## config.mk

```make
export PLATFORM = sky130hd
export DESIGN_NAME = cmp_ctrl
export DESIGN_NICKNAME = d
export VERILOG_FILES = /design/src/cmp_pkg.sv /design/src/cmp_edge_detect.sv /design/src/cmp_ctrl.sv
export VERILOG_INCLUDE_DIRS = /design/src /design/src/src
export SDC_FILE = /design/constraint.sdc
export NUM_CORES = 1
export LEC_CHECK = 0
export BUFFER_PORTS_ARGS = -buffer_cell sky130_fd_sc_hd__buf_2
export CORE_MARGIN = 2
export CORE_UTILIZATION = 38
export DETAILED_ROUTE_END_ITERATION = 6
export PLACE_DENSITY = 0.66
export SLEW_MARGIN = 0
export SYNTH_ARGS = -nofsm -noshare
export SYNTH_HDL_FRONTEND = slang
export SYNTH_SLANG_ARGS = --single-unit
```

## constraint.sdc

```tcl
create_clock -name pclk -period 1.86 [get_ports pclk]
set_clock_uncertainty 0.1 [all_clocks]
set_input_delay 0.558 -clock pclk [delete_from_list [all_inputs] [get_ports pclk]]
set_output_delay 0.558 -clock pclk [all_outputs]
set_load 0.03 [all_outputs]
```

## src/cmp_map.svh

```systemverilog
// offsets, field positions, reset values and timing counts of the comparator control block
// What this block does
// the control interface is a 16-bit control register, bits 15 to 11 reserved, plus status and mask registers.
// bit 10 powers the comparator up when written 1 and disables it when written 0.
// turning the comparator on raises a comparator event which software then clears.
// bits 9:8 pick the negative input: half supply, channel three, scaled reference, reserved.
// bits 7:6 route the output: 00/01 nowhere, 10 to the logic array, 11 to the interrupt.
// bit 5 low gives a high output when plus exceeds minus, bit 5 high inverts that.
// bits 4:3 pick the speed: 00 slow signal-dependent, 11 fast, 01 and 10 reserved.
// bit 2 turns hysteresis on and drives the matching analogue control line.
// hardware sets the rising-edge flag at bit 1 on a rising transition of the output.
// writing one to bit 1 clears the rising-edge flag, writing zero leaves it.
// hardware sets the falling-edge flag at bit 0 on a falling transition of the output.
// writing one to bit 0 clears the falling-edge flag, writing zero leaves it.
// reserved bits read zero and ignore writes; the output is synchronised before edges.
// the positive input is the analogue pin shared with converter channel two.
// the output also reaches the logic array, the conversion trigger and an output pin.
`ifndef CMP_MAP_SVH
`define CMP_MAP_SVH

`define CMP_CTRL_OFFSET     12'h000
`define CMP_STATUS_OFFSET   12'h004
`define CMP_MASK_OFFSET     12'h008
`define CMP_ON_BIT          10
`define CMP_NEG_SEL_HI      9
`define CMP_NEG_SEL_LO      8
`define CMP_ROUTE_HI        7
`define CMP_ROUTE_LO        6
`define CMP_POL_BIT         5
`define CMP_RESP_HI         4
`define CMP_RESP_LO         3
`define CMP_HYST_BIT        2
`define CMP_RISE_BIT        1
`define CMP_FALL_BIT        0
`define CMP_CTRL_WMASK      16'h07FC
`define CMP_CTRL_RESET      16'h0000
`define CMP_IRQ_RESET       2'h0
`define CMP_EVENTS          2
`define CMP_SETTLE_NS       100
`define CMP_CLK_NS          25
`define CMP_SETTLE_CYCLES   ((`CMP_SETTLE_NS + `CMP_CLK_NS - 1) / `CMP_CLK_NS)

`endif

```

## src/cmp_pkg.sv

```systemverilog
// types shared by the comparator control block
package cmp_pkg;

  typedef enum logic [1:0] {
    neg_half_supply = 2'h0,
    neg_channel_three = 2'h1,
    neg_scaled_ref = 2'h2,
    neg_reserved = 2'h3
  } neg_sel_t;

  typedef enum logic [1:0] {
    route_off_a = 2'h0,
    route_off_b = 2'h1,
    route_logic_array = 2'h2,
    route_interrupt = 2'h3
  } route_t;

  typedef enum logic [1:0] {
    resp_slow = 2'h0,
    resp_res_a = 2'h1,
    resp_res_b = 2'h2,
    resp_fast = 2'h3
  } resp_t;

  // analogue-side controls carried as one group
  typedef struct packed {
    logic     comparator_on;
    neg_sel_t negative_input_select;
    logic     hysteresis_on;
    resp_t    response_time_select;
  } analog_ctrl_t;

  // comparator output fan-out
  typedef struct packed {
    logic to_logic_array;
    logic adc_trigger;
    logic output_pin;
  } cmp_fanout_t;

  typedef enum logic [2:0] {
    st_off = 3'b001,
    st_settle = 3'b010,
    st_run = 3'b100
  } pwr_state_t;

endpackage

```

## src/cmp_edge_detect.sv

```systemverilog
// synchroniser and edge detector for the raw comparator output
`timescale 1ns/10ps
`include "cmp_map.svh"
module cmp_edge_detect (
  input  wire logic pclk,
  input  wire logic presetn,
  input  wire logic raw_in,
  output logic      level,
  output logic      rise,
  output logic      fall
);
  logic meta_reg;
  logic sync_reg;
  logic prev_reg;

  // two-flop synchroniser, then one delay for the edge compare
  always_ff @(posedge pclk or negedge presetn) begin
    if (!presetn) begin
      meta_reg <= 1'b0;
      sync_reg <= 1'b0;
      prev_reg <= 1'b0;
    end else begin
      meta_reg <= raw_in;
      sync_reg <= meta_reg;
      prev_reg <= sync_reg;
    end
  end

  assign level = sync_reg;
  assign rise = sync_reg & ~prev_reg;
  assign fall = ~sync_reg & prev_reg;
endmodule // cmp_edge_detect

```

## src/cmp_ctrl.sv

```systemverilog
// comparator control register bank with apb slave and interrupt logic
`timescale 1ns/10ps
`include "cmp_map.svh"
module cmp_ctrl #(
  parameter int settle_cycles = `CMP_SETTLE_CYCLES
) (
  input  wire logic                 pclk,
  input  wire logic                 presetn,
  input  wire logic                 psel,
  input  wire logic                 penable,
  input  wire logic                 pwrite,
  input  wire logic [11:0]          paddr,
  input  wire logic [31:0]          pwdata,
  output logic      [31:0]          prdata,
  output logic                      pready,
  output logic                      pslverr,
  input  wire logic                 comparator_raw,
  output cmp_pkg::analog_ctrl_t     analog_ctrl,
  output logic                      positive_input_from_channel_two,
  output cmp_pkg::cmp_fanout_t      fanout,
  output logic                      irq
);
  logic [15:0]               ctrl_reg;
  logic [1:0]                flags_reg;
  logic [1:0]                mask_reg;
  logic [1:0]                irq_stat_reg;
  cmp_pkg::pwr_state_t       state_reg;
  logic [7:0]                settle_reg;
  logic                      rise;
  logic                      fall;
  logic                      level;
  logic                      polar;
  logic                      setup;
  logic                      wr_acc;
  logic                      rd_acc;
  logic                      hit;
  logic                      on_event;
  logic                      on_irq;
  logic [1:0]                ev;
  logic [1:0]                wclr;
  logic                      route_irq;
  logic                      route_pla;

  cmp_edge_detect u_edge (
    .pclk    (pclk),
    .presetn (presetn),
    .raw_in  (polar),
    .level   (level),
    .rise    (rise),
    .fall    (fall)
  );

  // polarity applied ahead of the synchroniser; bit 5 flips the sense
  assign polar = comparator_raw ^ ctrl_reg[`CMP_POL_BIT];

  // apb decode; the slave answers in the first access cycle
  assign setup = psel & ~penable;
  assign wr_acc = psel & penable & pwrite & pready;
  assign rd_acc = setup & ~pwrite;
  assign hit = (paddr == `CMP_CTRL_OFFSET) || (paddr == `CMP_STATUS_OFFSET) ||
               (paddr == `CMP_MASK_OFFSET);
  assign route_irq = (ctrl_reg[`CMP_ROUTE_HI:`CMP_ROUTE_LO] == cmp_pkg::route_interrupt);
  assign route_pla = (ctrl_reg[`CMP_ROUTE_HI:`CMP_ROUTE_LO] == cmp_pkg::route_logic_array);

  // a 0->1 write on the enable bit counts as an event
  assign on_event = wr_acc && (paddr == `CMP_CTRL_OFFSET) && pwdata[`CMP_ON_BIT] &&
                    !ctrl_reg[`CMP_ON_BIT];
  // the enable event obeys the routing written with it, so one write can arm both
  assign on_irq = on_event &&
                  (pwdata[`CMP_ROUTE_HI:`CMP_ROUTE_LO] == cmp_pkg::route_interrupt);
  assign wclr = (wr_acc && (paddr == `CMP_CTRL_OFFSET)) ?
                pwdata[`CMP_RISE_BIT:`CMP_FALL_BIT] : 2'b00;

  // edges only count once the comparator has settled after power up
  assign ev = (state_reg == cmp_pkg::st_run) ? {rise, fall} : 2'b00;

  // power sequencing: off, settle, run
  always_ff @(posedge pclk or negedge presetn) begin
    if (!presetn) begin
      state_reg <= cmp_pkg::st_off;
      settle_reg <= 8'h00;
    end else begin
      case (state_reg)
        cmp_pkg::st_off: begin
          if (ctrl_reg[`CMP_ON_BIT]) begin
            state_reg <= cmp_pkg::st_settle;
            settle_reg <= 8'h00;
          end
        end
        cmp_pkg::st_settle: begin
          if (!ctrl_reg[`CMP_ON_BIT]) begin
            state_reg <= cmp_pkg::st_off;
          end else if (settle_reg >= 8'(settle_cycles - 1)) begin
            state_reg <= cmp_pkg::st_run;
          end else begin
            settle_reg <= settle_reg + 8'h01;
          end
        end
        cmp_pkg::st_run: begin
          if (!ctrl_reg[`CMP_ON_BIT]) begin
            state_reg <= cmp_pkg::st_off;
          end
        end
        default: begin
          state_reg <= cmp_pkg::st_off;
        end
      endcase
    end
  end

  // control fields; reserved bits never stored
  always_ff @(posedge pclk or negedge presetn) begin
    if (!presetn) begin
      ctrl_reg <= `CMP_CTRL_RESET;
    end else if (wr_acc && (paddr == `CMP_CTRL_OFFSET)) begin
      ctrl_reg <= pwdata[15:0] & `CMP_CTRL_WMASK;
    end
  end

  // edge flags; a set in the same cycle as a clear wins
  always_ff @(posedge pclk or negedge presetn) begin
    if (!presetn) begin
      flags_reg <= 2'b00;
    end else begin
      flags_reg[1] <= ev[1] | on_event | (flags_reg[1] & ~wclr[1]);
      flags_reg[0] <= ev[0] | (flags_reg[0] & ~wclr[0]);
    end
  end

  // sticky interrupt status, gated by routing; write one clears
  generate
    for (genvar i = 0; i < `CMP_EVENTS; i++) begin : g_irq
      logic src;
      logic clr;
      assign src = (ev[i] & route_irq) | (i == 1 ? on_irq : 1'b0);
      assign clr = wr_acc && (paddr == `CMP_STATUS_OFFSET) && pwdata[i];
      always_ff @(posedge pclk or negedge presetn) begin
        if (!presetn) begin
          irq_stat_reg[i] <= 1'b0;
        end else begin
          irq_stat_reg[i] <= src | (irq_stat_reg[i] & ~clr);
        end
      end
    end
  endgenerate

  // mask register
  always_ff @(posedge pclk or negedge presetn) begin
    if (!presetn) begin
      mask_reg <= `CMP_IRQ_RESET;
    end else if (wr_acc && (paddr == `CMP_MASK_OFFSET)) begin
      mask_reg <= pwdata[1:0];
    end
  end

  // apb answer: ready in the access cycle, error on unmapped address
  always_ff @(posedge pclk or negedge presetn) begin
    if (!presetn) begin
      pready <= 1'b0;
      pslverr <= 1'b0;
      prdata <= 32'h0000_0000;
    end else begin
      pready <= setup;
      pslverr <= setup & ~hit;
      if (rd_acc) begin
        case (paddr)
          `CMP_CTRL_OFFSET: prdata <= {16'h0000, ctrl_reg[15:2], flags_reg};
          `CMP_STATUS_OFFSET: prdata <= {30'h0000_0000, irq_stat_reg};
          `CMP_MASK_OFFSET: prdata <= {30'h0000_0000, mask_reg};
          default: prdata <= 32'h0000_0000;
        endcase
      end else begin
        prdata <= 32'h0000_0000;
      end
    end
  end

  // registered outputs toward the analogue side and the fan-out
  always_ff @(posedge pclk or negedge presetn) begin
    if (!presetn) begin
      analog_ctrl <= '0;
      positive_input_from_channel_two <= 1'b0;
      fanout <= '0;
      irq <= 1'b0;
    end else begin
      analog_ctrl.comparator_on <= ctrl_reg[`CMP_ON_BIT];
      analog_ctrl.negative_input_select <=
        cmp_pkg::neg_sel_t'(ctrl_reg[`CMP_NEG_SEL_HI:`CMP_NEG_SEL_LO]);
      analog_ctrl.hysteresis_on <= ctrl_reg[`CMP_HYST_BIT];
      analog_ctrl.response_time_select <=
        cmp_pkg::resp_t'(ctrl_reg[`CMP_RESP_HI:`CMP_RESP_LO]);
      positive_input_from_channel_two <= ctrl_reg[`CMP_ON_BIT];
      fanout.to_logic_array <= level & route_pla & ctrl_reg[`CMP_ON_BIT];
      fanout.adc_trigger <= rise & ctrl_reg[`CMP_ON_BIT];
      fanout.output_pin <= level & ctrl_reg[`CMP_ON_BIT];
      irq <= |(irq_stat_reg & mask_reg);
    end
  end
endmodule // cmp_ctrl

```

# Yosys cells after proc, flatten, opt, wreduce, memory -nomap -nowiden
# Index checks and enable logic that the tools add are counted.
totals:
  out_inout_bits: 45
  reg_bits: 73
  in_bits: 50
op_classes:
  reduce_logical: 16
  add_sub_neg: 1
  n_lt_le_gt_ge: 1
  n_eq_ne: 13
  mux: 13
  n_bitwise: 35
op_table:
  columns: ["op", "n"]
  rows:
  - ["$pmux W11 S3", 1]
  - ["$mux W32", 1]
  - ["$mux W8", 3]
  - ["$and A1 B1 Y1", 18]
  - ["$pmux W8 S2", 1]
  - ["$eq A12 B3 Y1 const B", 1]
  - ["$eq A12 B4 Y1 const B", 1]
  - ["$logic_not A12 Y1", 1]
  - ["$mux W3", 4]
  - ["$not A1 Y1", 9]
  - ["$pmux W3 S3", 1]
  - ["$add A8 B1 Y8 const B", 1]
  - ["$ge A8 B2 Y1 const B", 1]
  - ["$logic_and A1 B1 Y1", 8]
  - ["$ne A2 B2 Y1 const B", 4]
  - ["$eq A2 B2 Y1 const B", 3]
  - ["$or A1 B1 Y1", 6]
  - ["$mux W2", 2]
  - ["$reduce_and A4 Y1", 1]
  - ["$eq A3 B1 Y1 const B", 1]
  - ["$eq A3 B2 Y1 const B", 1]
  - ["$eq A3 B3 Y1 const B", 1]
  - ["$ne A3 B3 Y1 const B", 1]
  - ["$reduce_and A3 Y1", 1]
  - ["other kinds (6)", 7]

# Longest topological paths before layout
# Gate-level depths: netlist of run 1.
depth:
  ltp_word: 9
  ltp_mapped: 5
  depth_no_buf: 5

# Cells and area by module
# Synthesis of run 1 repeated with hierarchy kept, for this count alone.
hier_totals:
  cells_unflattened: 168
  hier_area_um2: 2205.9
modules_own_cells:
  columns: ["mod", "cells_per_inst", "n_inst", "area_per_inst_um2"]
  rows:
  - ["cmp_ctrl", 163, 1, 2115.8]
  - ["cmp_edge_detect", 5, 1, 90.1]

# Worst setup path after synthesis of run 1
# No wires, ideal clock.
synth_timing:
  path_type: "input -> register"
  from: "input port paddr[7]"
  to: "register mask_reg[0]"
  path_stages: 4
  slack_ns: -0.016
  t_arrival_ns: 1.648
  required_time_ns: 1.632
  setup_time_ns: 0.128
  path_cell_list: "nor4_4 nand3_2 and4bb_1 mux2_1"
synth_between:
  elab_chain_cells: 2
synth_lines:
  columns: ["element", "line_no", "text"]
  rows:
  - ["start, declared", "cmp_ctrl.sv:12", "input wire logic [11:0] paddr,"]
  - ["$eq A12 B4 Y1", null, null]
  - ["$logic_and A1 B1 Y1", "cmp_ctrl.sv:151", "end else if (wr_acc && (paddr == `CMP_MASK_OFFSET)) begin"]
  - ["end signal, assigned", "cmp_ctrl.sv:150", "mask_reg <= `CMP_IRQ_RESET;"]
  - ["end signal, assigned", "cmp_ctrl.sv:152", "mask_reg <= pwdata[1:0];"]
  - ["end, declared", "cmp_ctrl.sv:25", "logic [1:0] mask_reg;"]
# Every way passes these cells.
# A chain may end at the register's enable or synchronous reset.

# Worst setup path in the final report of run 1
layout_timing:
  from: "input port paddr[11]"
  to: "register mask_reg[1]"
# Same word-level chain as after synthesis.

==> impl_metrics.env, run 1 <==
export IMPL_synth_async_reset_ratio_pct=100
export IMPL_drt_iter0_markers=35
export IMPL_grt_overflow=0
export IMPL_rsz0062_at_grt="false"
export IMPL_critPathLaunchType="input pin"
export IMPL_pin_count=95
export IMPL_die_h_um=80.3
export IMPL_regArea_um2=1300
export IMPL_gp_congestion=0.781
export IMPL_grt_max_degree=24
export IMPL_regToRegSetupSlack_ns=0.22
export IMPL_core_area_um2=5570
export IMPL_timing_rr_start="state_reg[1]"
export IMPL_critical_path_class="in -> reg"
export IMPL_totalWireLength_um=3700
export IMPL_synth_seq_cells=52
export IMPL_dp_hpwl_um=2800
export IMPL_status="complete, no violations"
export IMPL_cts_sinks=52
export IMPL_n_antenna_cell=0
export IMPL_ys_warn_count=0
export IMPL_die_w_um=80.3
export IMPL_clkSlewWorstSetupHoldPaths_ns=0.09
export IMPL_combPwrFrac_pct=7.9
export IMPL_htree_levels=2
export IMPL_fin_setup_tns_ns=0
export IMPL_layout_common_cells="52 x buf_2, 51 x dfrtp_1, 21 x conb_1"
export IMPL_power_internal_mw=1.58
export IMPL_sw_frac_of_total_pct=23.1
export IMPL_synth_area_leader_cell="dfrtp_1"
export IMPL_fin_nets=284
export IMPL_ir_drop_uv=380
export IMPL_grt_antenna_before_repair=0
export IMPL_via_per_inst=4.44
export IMPL_wire_per_inst_um=12.1
export IMPL_clk_path_buf_depth=2
export IMPL_synth_edf_count=0
export IMPL_final_common_cell="buf_2"
export IMPL_synth_area_leaders="dfrtp_1 58%, buf_4 7.5%, mux2_4 4.1%"
export IMPL_multi_input_area_um2=783
export IMPL_die_area_um2=6440
export IMPL_p_switching_mw=0.475
export IMPL_utilization_pct=47.9
export IMPL_synth_top_area_share_pct=57.8
export IMPL_hold_viol_final=0
export IMPL_drv_slew=0
export IMPL_drtPass1Iterations=4
export IMPL_drive_gt1_share_pct=37.2
export IMPL_vias=1359
export IMPL_synth_cells=167
export IMPL_power_leakage_nw=1.45
export IMPL_worstSetupEndpointType="register"
export IMPL_portBuffers=52
export IMPL_reg2reg_depth=4
export IMPL_pwr_share_clk_pct=36.6
export IMPL_initial_core_util_pct=39.6
export IMPL_crit_arrival_ns=1.77
export IMPL_rows=27
export IMPL_fill_cells=506
export IMPL_grt_pass1_vias=1312
export IMPL_clock_latency_ns=0.30
export IMPL_syn_avg_cell_area_um2=13.2
export IMPL_fin_crit_sh_pct=90.7
export IMPL_clock_root_buffer="clkbuf_8"
export IMPL_cts_resized_gates=0
export IMPL_power_density_nw_per_um2=769
export IMPL_grt_pass1_wl_um=6130
export IMPL_syn_to_final_growth_pct=20.8
export IMPL_cts_buffers=5
export IMPL_cts_setup_buffers=0
export IMPL_hp_class="in -> async"
export IMPL_crit_required_ns=1.95
export IMPL_cts_hold_fix_buffers=0
export IMPL_synth_flop_cell="dfrtp_1"
export IMPL_maxCapViolCount=0
export IMPL_ant_nets=0
export IMPL_fmax_mhz=593
export IMPL_drc=0
export IMPL_synth_cell_area_um2=2210
export IMPL_ys_seq_area_share_pct=58.9
export IMPL_path_max_fanout=3
export IMPL_p_seq_share_pct=55.4
export IMPL_worstReg2RegEnd="irq_stat_reg[1]"
export IMPL_min_period_ns=1.69
export IMPL_largest_reg_flops=11
export IMPL_setup_viol=0
export IMPL_cts_tree="yes"
export IMPL_grt_use_total_pct=12.5
export IMPL_synth_distinct_cells=39
## worst max path at each step
stage          cells past startpoint  slack (ns)      endpoint       from
6_report                           5        0.17   mask_reg[1]  paddr[11]
5_1_grt                            7        0.11  flags_reg[1]   paddr[7]
4_1_cts                            5        0.16   mask_reg[1]  paddr[11]
3_5_place_dp                       5       -0.17   mask_reg[1]  paddr[11]
3_3_place_gp                       5       -0.17   mask_reg[0]  paddr[11]
2_1_floorplan                      4      -0.006   mask_reg[0]   paddr[7]
## routing by layer
layer	up-vias	wire, um	GRT usage, %
met3	5	290	3.93
met5	-	0	0
met4	0	61	4.58
met2	55	1680	20.3
li1	660	-	-
met1	639	1670	15.6
## synthesized netlist by cell type, drive strengths merged (2+ instances only)
library cell / count
a21oi: 3
and2: 9
and2b: 6
buf: 23
dfrtp: 51
inv: 6
mux2: 11
mux2i: 3
nand2: 5
nand2b: 4
nand3: 5
nor2: 5
nor3b: 2
nor4: 6
nor4bb: 2
o21ai: 7
xor2: 2
## per-stage QoR
step / instances / worst slack [ns] / hold WS (ns) / total power [mW] / area (um^2)
2_1_floorplan: 187 / -0.00552 / 0.162 / 1.28 / 2280
3_3_place_gp: 298 / -0.172 / 0.235 / 1.32 / 2560
3_5_place_dp: 298 / -0.168 / 0.252 / 1.33 / 2560
4_1_cts: 306 / 0.157 / 0.0903 / 2.08 / 2670
5_1_grt: 306 / 0.110 / 0.0825 / 2.16 / 2670
6_report: 306 / 0.172 / 0.0804 / 2.05 / 2670
## critical path: stages
cell,delay (ns)
buf_2,0.11
nor4_4,0.34
nand3_2,0.12
and4bb_1,0.32
mux2_1,0.33
## kinds of logic after synthesis
logic type	count (synthesis)	share of synthesized area [%]
muxes	14	7.98
and+or+nand+nor	53	18.4
xor gates and xnor gates	3	1.19
AOI/OAI and AO/OA	14	3.74
other	1	0.170
adders and majority gates	1	0.566
DFF	52	58.9
buffers and inverters	29	9.00
## layout make-up
cell class              instances  share of cell area [%]
clock buffers                   5                    2.58
clock inverters                 3                    1.59
inverters                       6                   0.843
multi-input cells             106                    29.3
flip-flops and latches         52                    48.8
well taps                      72                    3.37
repair buffers                 62                    13.5
## power by group through the flow
stage	clock [mW]	sequential, mW	combinational, mW
global placement	0	1.16	0.163
global route	0.841	1.14	0.178
CTS	0.781	1.14	0.165
detailed placement	0	1.16	0.165
finish	0.752	1.14	0.163
floorplan	0	1.17	0.110
(Power assumes the default switching activity.)
==> run 2: changes to the inputs <==
--- a/config.mk
+++ b/config.mk
@@ -11,6 +11,7 @@
 export CORE_UTILIZATION = 38
 export DETAILED_ROUTE_END_ITERATION = 6
 export PLACE_DENSITY = 0.66
+export SETUP_SLACK_MARGIN = 0.4
 export SLEW_MARGIN = 0
 export SYNTH_ARGS = -nofsm -noshare
 export SYNTH_HDL_FRONTEND = slang
==> run 2 against run 1 <==
Effect of this change: count of clock-buffer cells in the layout did not move; register-to-register slack barely moved; die area did not move; largest cell class unchanged; largest power group unchanged; highest routed layer unchanged.
==> impl_metrics.env, run 2 (synthesis results as in run 1) <==
export IMPL_totalWireLength_um=4390
export IMPL_ir_drop_uv=392
export IMPL_crit_path_cell_trace="buf_6 -> nor4_4 -> nand3_2 -> and4bb_2 -> mux2_4"
export IMPL_pin_count=95
export IMPL_wire_per_inst_um=13.8
export IMPL_fmax_mhz=603
export IMPL_crit_required_ns=1.94
export IMPL_critical_path_class="in -> reg"
export IMPL_drive_gt1_share_pct=47.6
export IMPL_crit_arrival_ns=1.74
export IMPL_via_per_inst=4.64
export IMPL_vias=1475
export IMPL_grt_pass1_wl_um=6930
export IMPL_drt_iter0_markers=67
export IMPL_cts_tree="yes"
export IMPL_ant_nets=0
export IMPL_n_antenna_cell=0
export IMPL_maxCapViolCount=0
export IMPL_path_buf_inv=1
export IMPL_fin_nets=296
export IMPL_min_period_ns=1.66
export IMPL_path_max_fanout=2
export IMPL_crit_slowest_cell="and4bb_2"
export IMPL_clock_root_buffer="clkbuf_8"
export IMPL_syn_to_final_growth_pct=42.4
export IMPL_die_area_um2=6440
export IMPL_status="complete, no violations"
export IMPL_final_common_cell="dfrtp_1"
export IMPL_initial_core_util_pct=39.6
export IMPL_fin_crit_sh_pct=89.1
export IMPL_portBuffers=52
export IMPL_gp_congestion=0.813
export IMPL_fin_setup_tns_ns=0
export IMPL_drv_slew=0
export IMPL_drtPass1Iterations=4
export IMPL_critPathTopFamily="simple AND/OR/NAND/NOR gates"
export IMPL_grt_pass1_vias=1410
export IMPL_cts_buffers=5
export IMPL_core_area_um2=5570
export IMPL_final_cell_count_no_fill=318
export IMPL_cts_hold_fix_buffers=0
export IMPL_setup_viol=0
export IMPL_clk_path_buf_depth=2
export IMPL_rsz0062_at_grt="true"
export IMPL_htree_levels=2
export IMPL_grt_antenna_before_repair=0
export IMPL_layout_common_cells="50 x dfrtp_1, 33 x buf_6, 24 x buf_2"
export IMPL_worstSetupEndpointType="register"
export IMPL_clkSlewWorstSetupHoldPaths_ns=0.10
export IMPL_power_leakage_nw=1.59
export IMPL_cts_sinks=52
export IMPL_rows=27
export IMPL_grt_use_total_pct=14.3
export IMPL_die_h_um=80.3
export IMPL_grt_overflow=0
export IMPL_largest_reg_flops=11
export IMPL_hold_viol_final=0
export IMPL_clock_latency_ns=0.30
export IMPL_drc=0
export IMPL_power_density_nw_per_um2=748
export IMPL_dp_hpwl_um=2880
export IMPL_slowest_delay_ns=0.36
export IMPL_critPathLaunchType="input pin"
export IMPL_numPlacedInstances=298
export IMPL_hp_class="in -> async"
export IMPL_grt_max_degree=25
export IMPL_die_w_um=80.3
==> run 2: changes by cell type in the layout (fill, tap and decap cells not counted), sizes merged <==
cell	before	now
clkinv	1	0
bufinv	1	3
clkbuf	5	6
buf	62	73
clkinvlp	1	0
==> run 2: report_power, final <==
group          total [mW]  leakage, nW  internal (mW)  switching [mW]
Combinational       0.182        0.823         0.0543           0.127
Sequential           1.14        0.692           1.14         0.00349
Clock                1.03       0.0784          0.672           0.362
Total                2.35         1.59           1.86           0.493
==> run 2: cell type report <==
| type | instances | area, um^2 |
|---|---|---|
| clock buffers | 5 | 68.8 |
| clock inverters | 3 | 90.1 |
| fillers | 480 | 2430 |
| inverters | 6 | 22.5 |
| multi-input cells | 106 | 910 |
| flip-flops and latches | 52 | 1300 |
| well taps | 72 | 90.1 |
| repair buffers | 74 | 662 |
==> run 2: repair_timing <==
action | CTS | global route
gates cloned | 1 | 0
pin swaps | 9 | 9
gates resized for setup | 66 | 18
setup buffers | 5 | 6
endpoints found under the setup margin | 52 | 60
==> run 2: metrics by stage <==
step | cell area [um^2] | hold WS [ns] | worst slack [ns] | power, mW | util [%]
finish | 3150 | 0.0491 | 0.203 | 2.35 | 56.5
global route | 3150 | 0.0549 | 0.162 | 2.45 | 56.5
CTS | 3010 | 0.0559 | 0.183 | 2.37 | 54.0
detailed placement | 2560 | 0.237 | -0.162 | 1.33 | 46.0
global placement | 2560 | 0.233 | -0.166 | 1.32 | 46.0
floorplan | 2290 | 0.162 | -0.00552 | 1.28 | -
==> run 2: path summary, 6_finish.rpt <==
check,depth (start not counted),endpoint,start,slack [ns]
min in group pclk,0,u_edge.level,u_edge.meta_reg,0.25
worst max-delay path,5,mask_reg[1],paddr[8],0.20
worst min register to register,0,u_edge.level,u_edge.meta_reg,0.25
worst max register to register,4,irq_stat_reg[1],state_reg[2],0.22
worst min-delay path,1,prdata[1],presetn,0.05
max in group asynchronous,2,mask_reg[1],presetn,1.08
==> run 2: layer usage <==
layer / part of all wire, % / vias up / global-route usage, %
li1: - / 679 / -
met1: 41 / 736 / 17.5
met3: 6.3 / 4 / 3.82
met5: 0 / - / 0
met2: 52 / 56 / 24.4
met4: 1.1 / 0 / 4.58
==> run 3: changes to the inputs <==
--- a/config.mk
+++ b/config.mk
@@ -7,10 +7,9 @@
 export NUM_CORES = 1
 export LEC_CHECK = 0
 export BUFFER_PORTS_ARGS = -buffer_cell sky130_fd_sc_hd__buf_2
-export CORE_MARGIN = 2
-export CORE_UTILIZATION = 38
+export CORE_UTILIZATION = 40
 export DETAILED_ROUTE_END_ITERATION = 6
-export PLACE_DENSITY = 0.66
+export PLACE_DENSITY = 0.69
 export SETUP_SLACK_MARGIN = 0.4
 export SLEW_MARGIN = 0
 export SYNTH_ARGS = -nofsm -noshare
==> run 3 against run 2 <==
Effect of this change: clock power shrank 38%; sequential cell count is the same; largest cell class unchanged; final area shrank 4.7%.
==> impl_metrics.env, run 3 (synthesis results as in run 1) <==
export IMPL_power_density_nw_per_um2=653
export IMPL_maxCapViolCount=0
export IMPL_via_per_inst=4.63
export IMPL_drtPass1Iterations=4
export IMPL_drv_slew=0
export IMPL_place_ws_ns=-0.157
export IMPL_p_switching_mw=0.503
export IMPL_core_area_um2=5200
export IMPL_crit_path_cell_trace="buf_6 -> nor4_4 -> nand3_2 -> and4bb_2 -> mux2_4"
export IMPL_critPathLaunchType="input pin"
export IMPL_die_w_um=76.3
export IMPL_ir_drop_uv=352
export IMPL_clk_path_buf_depth=2
export IMPL_power_mw=1.96
export IMPL_worstSetupEndpointType="register"
export IMPL_grt_use_total_pct=14.5
export IMPL_grt_max_degree=21
export IMPL_clock_latency_ns=0.31
export IMPL_wire_per_inst_um=13.1
export IMPL_cts_buffers=5
export IMPL_power_leakage_nw=1.51
export IMPL_largest_reg_flops=11
export IMPL_final_cell_count_no_fill=309
export IMPL_path_max_fanout=2
export IMPL_grt_antenna_before_repair=0
export IMPL_syn_to_final_growth_pct=35.7
export IMPL_ant_nets=0
export IMPL_fin_setup_tns_ns=0
export IMPL_drc=0
export IMPL_power_internal_mw=1.46
export IMPL_hp_class="in -> async"
export IMPL_portBuffers=52
export IMPL_crit_slowest_cell="and4bb_2"
export IMPL_drt_iter0_markers=32
export IMPL_status="complete, no violations"
export IMPL_die_area_um2=5830
export IMPL_final_common_cell="dfrtp_1"
export IMPL_grt_pass1_vias=1412
export IMPL_final_setup_worst_slack_ns=0.217
export IMPL_worstReg2RegEnd="ctrl_reg[5]"
export IMPL_cts_tree="yes"
export IMPL_grt_pass1_wl_um=6610
export IMPL_gp_congestion=0.796
export IMPL_pin_count=95
export IMPL_utilization_pct=57.6
export IMPL_min_period_ns=1.64
export IMPL_regToRegSetupSlack_ns=0.31
export IMPL_p_seq_share_pct=58.1
export IMPL_fin_crit_sh_pct=88.4
export IMPL_die_h_um=76.3
export IMPL_slowest_delay_ns=0.36
export IMPL_crit_required_ns=1.95
export IMPL_clkSlewWorstSetupHoldPaths_ns=0.10
export IMPL_grt_met3_usage_pct=4.19
export IMPL_vias=1431
export IMPL_dp_hpwl_um=2800
export IMPL_totalWireLength_um=4050
export IMPL_cts_sinks=52
export IMPL_clock_root_buffer="clkbuf_8"
export IMPL_layout_common_cells="48 x dfrtp_1, 30 x buf_6, 25 x buf_2"
export IMPL_numPlacedInstances=297
export IMPL_n_antenna_cell=0
export IMPL_hold_viol_final=0
export IMPL_fmax_mhz=608
export IMPL_cts_hold_fix_buffers=0
export IMPL_combPwrFrac_pct=9.2
export IMPL_setup_viol=0
export IMPL_pwr_share_clk_pct=32.7
export IMPL_fin_nets=289
export IMPL_met1_usage_pct=17.8
export IMPL_rows=26
export IMPL_initial_core_util_pct=42.5
export IMPL_drive_gt1_share_pct=45.6
export IMPL_htree_levels=2
export IMPL_sw_frac_of_total_pct=25.7
export IMPL_reg2reg_depth=4
export IMPL_rsz0062_at_grt="true"
export IMPL_timing_rr_start="pready"
export IMPL_busiest_layer="met2"
export IMPL_grt_util_met2_pct=24.0
export IMPL_crit_arrival_ns=1.73
export IMPL_grt_overflow=0
export IMPL_critical_path_class="in -> reg"
-- run 3: cell count changes in the layout (fill, tap and decap cells not counted), sizes merged --
cell,before,now
buf,73,66
clkinvlp,0,2
bufinv,3,0
clkinv,0,1
-- run 3: repair_timing --
action / 4_1_cts / 5_1_grt
setup buffers: 2 / 1
endpoints found under the setup margin: 52 / 57
cloned: 0 / 1
gates resized for setup: 63 / 15
pin swaps: 7 / 6
-- run 3: area by class of cell --
| cell class | count | area, um^2 |
|---|---|---|
| Multi-Input combinational cell | 106 | 895 |
| Fill cell | 447 | 2210 |
| Inverter | 6 | 22.5 |
| Timing Repair Buffer | 67 | 596 |
| Tap cell | 70 | 87.6 |
| Sequential cell | 52 | 1310 |
| Clock buffer | 5 | 68.8 |
| Clock inverter | 3 | 23.8 |
-- run 3: worst max-delay path, delay by kind of cell --
kind,cells,cell delay (ns)
buf+inv,1,0.10
mux,1,0.30
simple gates,3,0.78
-- run 3: stage by stage --
stage	hold WS, ns	area (um^2)
2_1_floorplan	0.162	2290
3_3_place_gp	0.233	2570
3_5_place_dp	0.235	2570
4_1_cts	0.0545	2890
5_1_grt	0.0567	3000
6_report	0.0552	3000
-- run 3: worst max-delay path by stage --
stage                          from     endpoint  slack (ns)  cells past startpoint
after floorplan            paddr[7]  mask_reg[0]      -0.006                      4
final                     paddr[10]  mask_reg[1]        0.22                      5
after detailed placement  paddr[11]  mask_reg[0]       -0.16                      5
after CTS                  paddr[4]  mask_reg[0]        0.21                      5
after global placement    paddr[11]  mask_reg[0]       -0.16                      5
after global routing      paddr[10]  mask_reg[0]        0.17                      5
-- run 3: routing by layer --
| metal | vias up | wire length [um] |
|---|---|---|
| met4 | 0 | 66 |
| met5 | - | 0 |
| li1 | 672 | - |
| met1 | 697 | 1730 |
| met3 | 6 | 210 |
| met2 | 56 | 2040 |
-- run 3: power by group through the flow --
stage | sequential (mW) | combinational, mW | clock, mW
5_1_grt | 1.14 | 0.195 | 0.716
2_1_floorplan | 1.17 | 0.110 | 0
4_1_cts | 1.14 | 0.177 | 0.662
3_3_place_gp | 1.16 | 0.165 | 0
3_5_place_dp | 1.16 | 0.166 | 0
6_report | 1.14 | 0.181 | 0.640
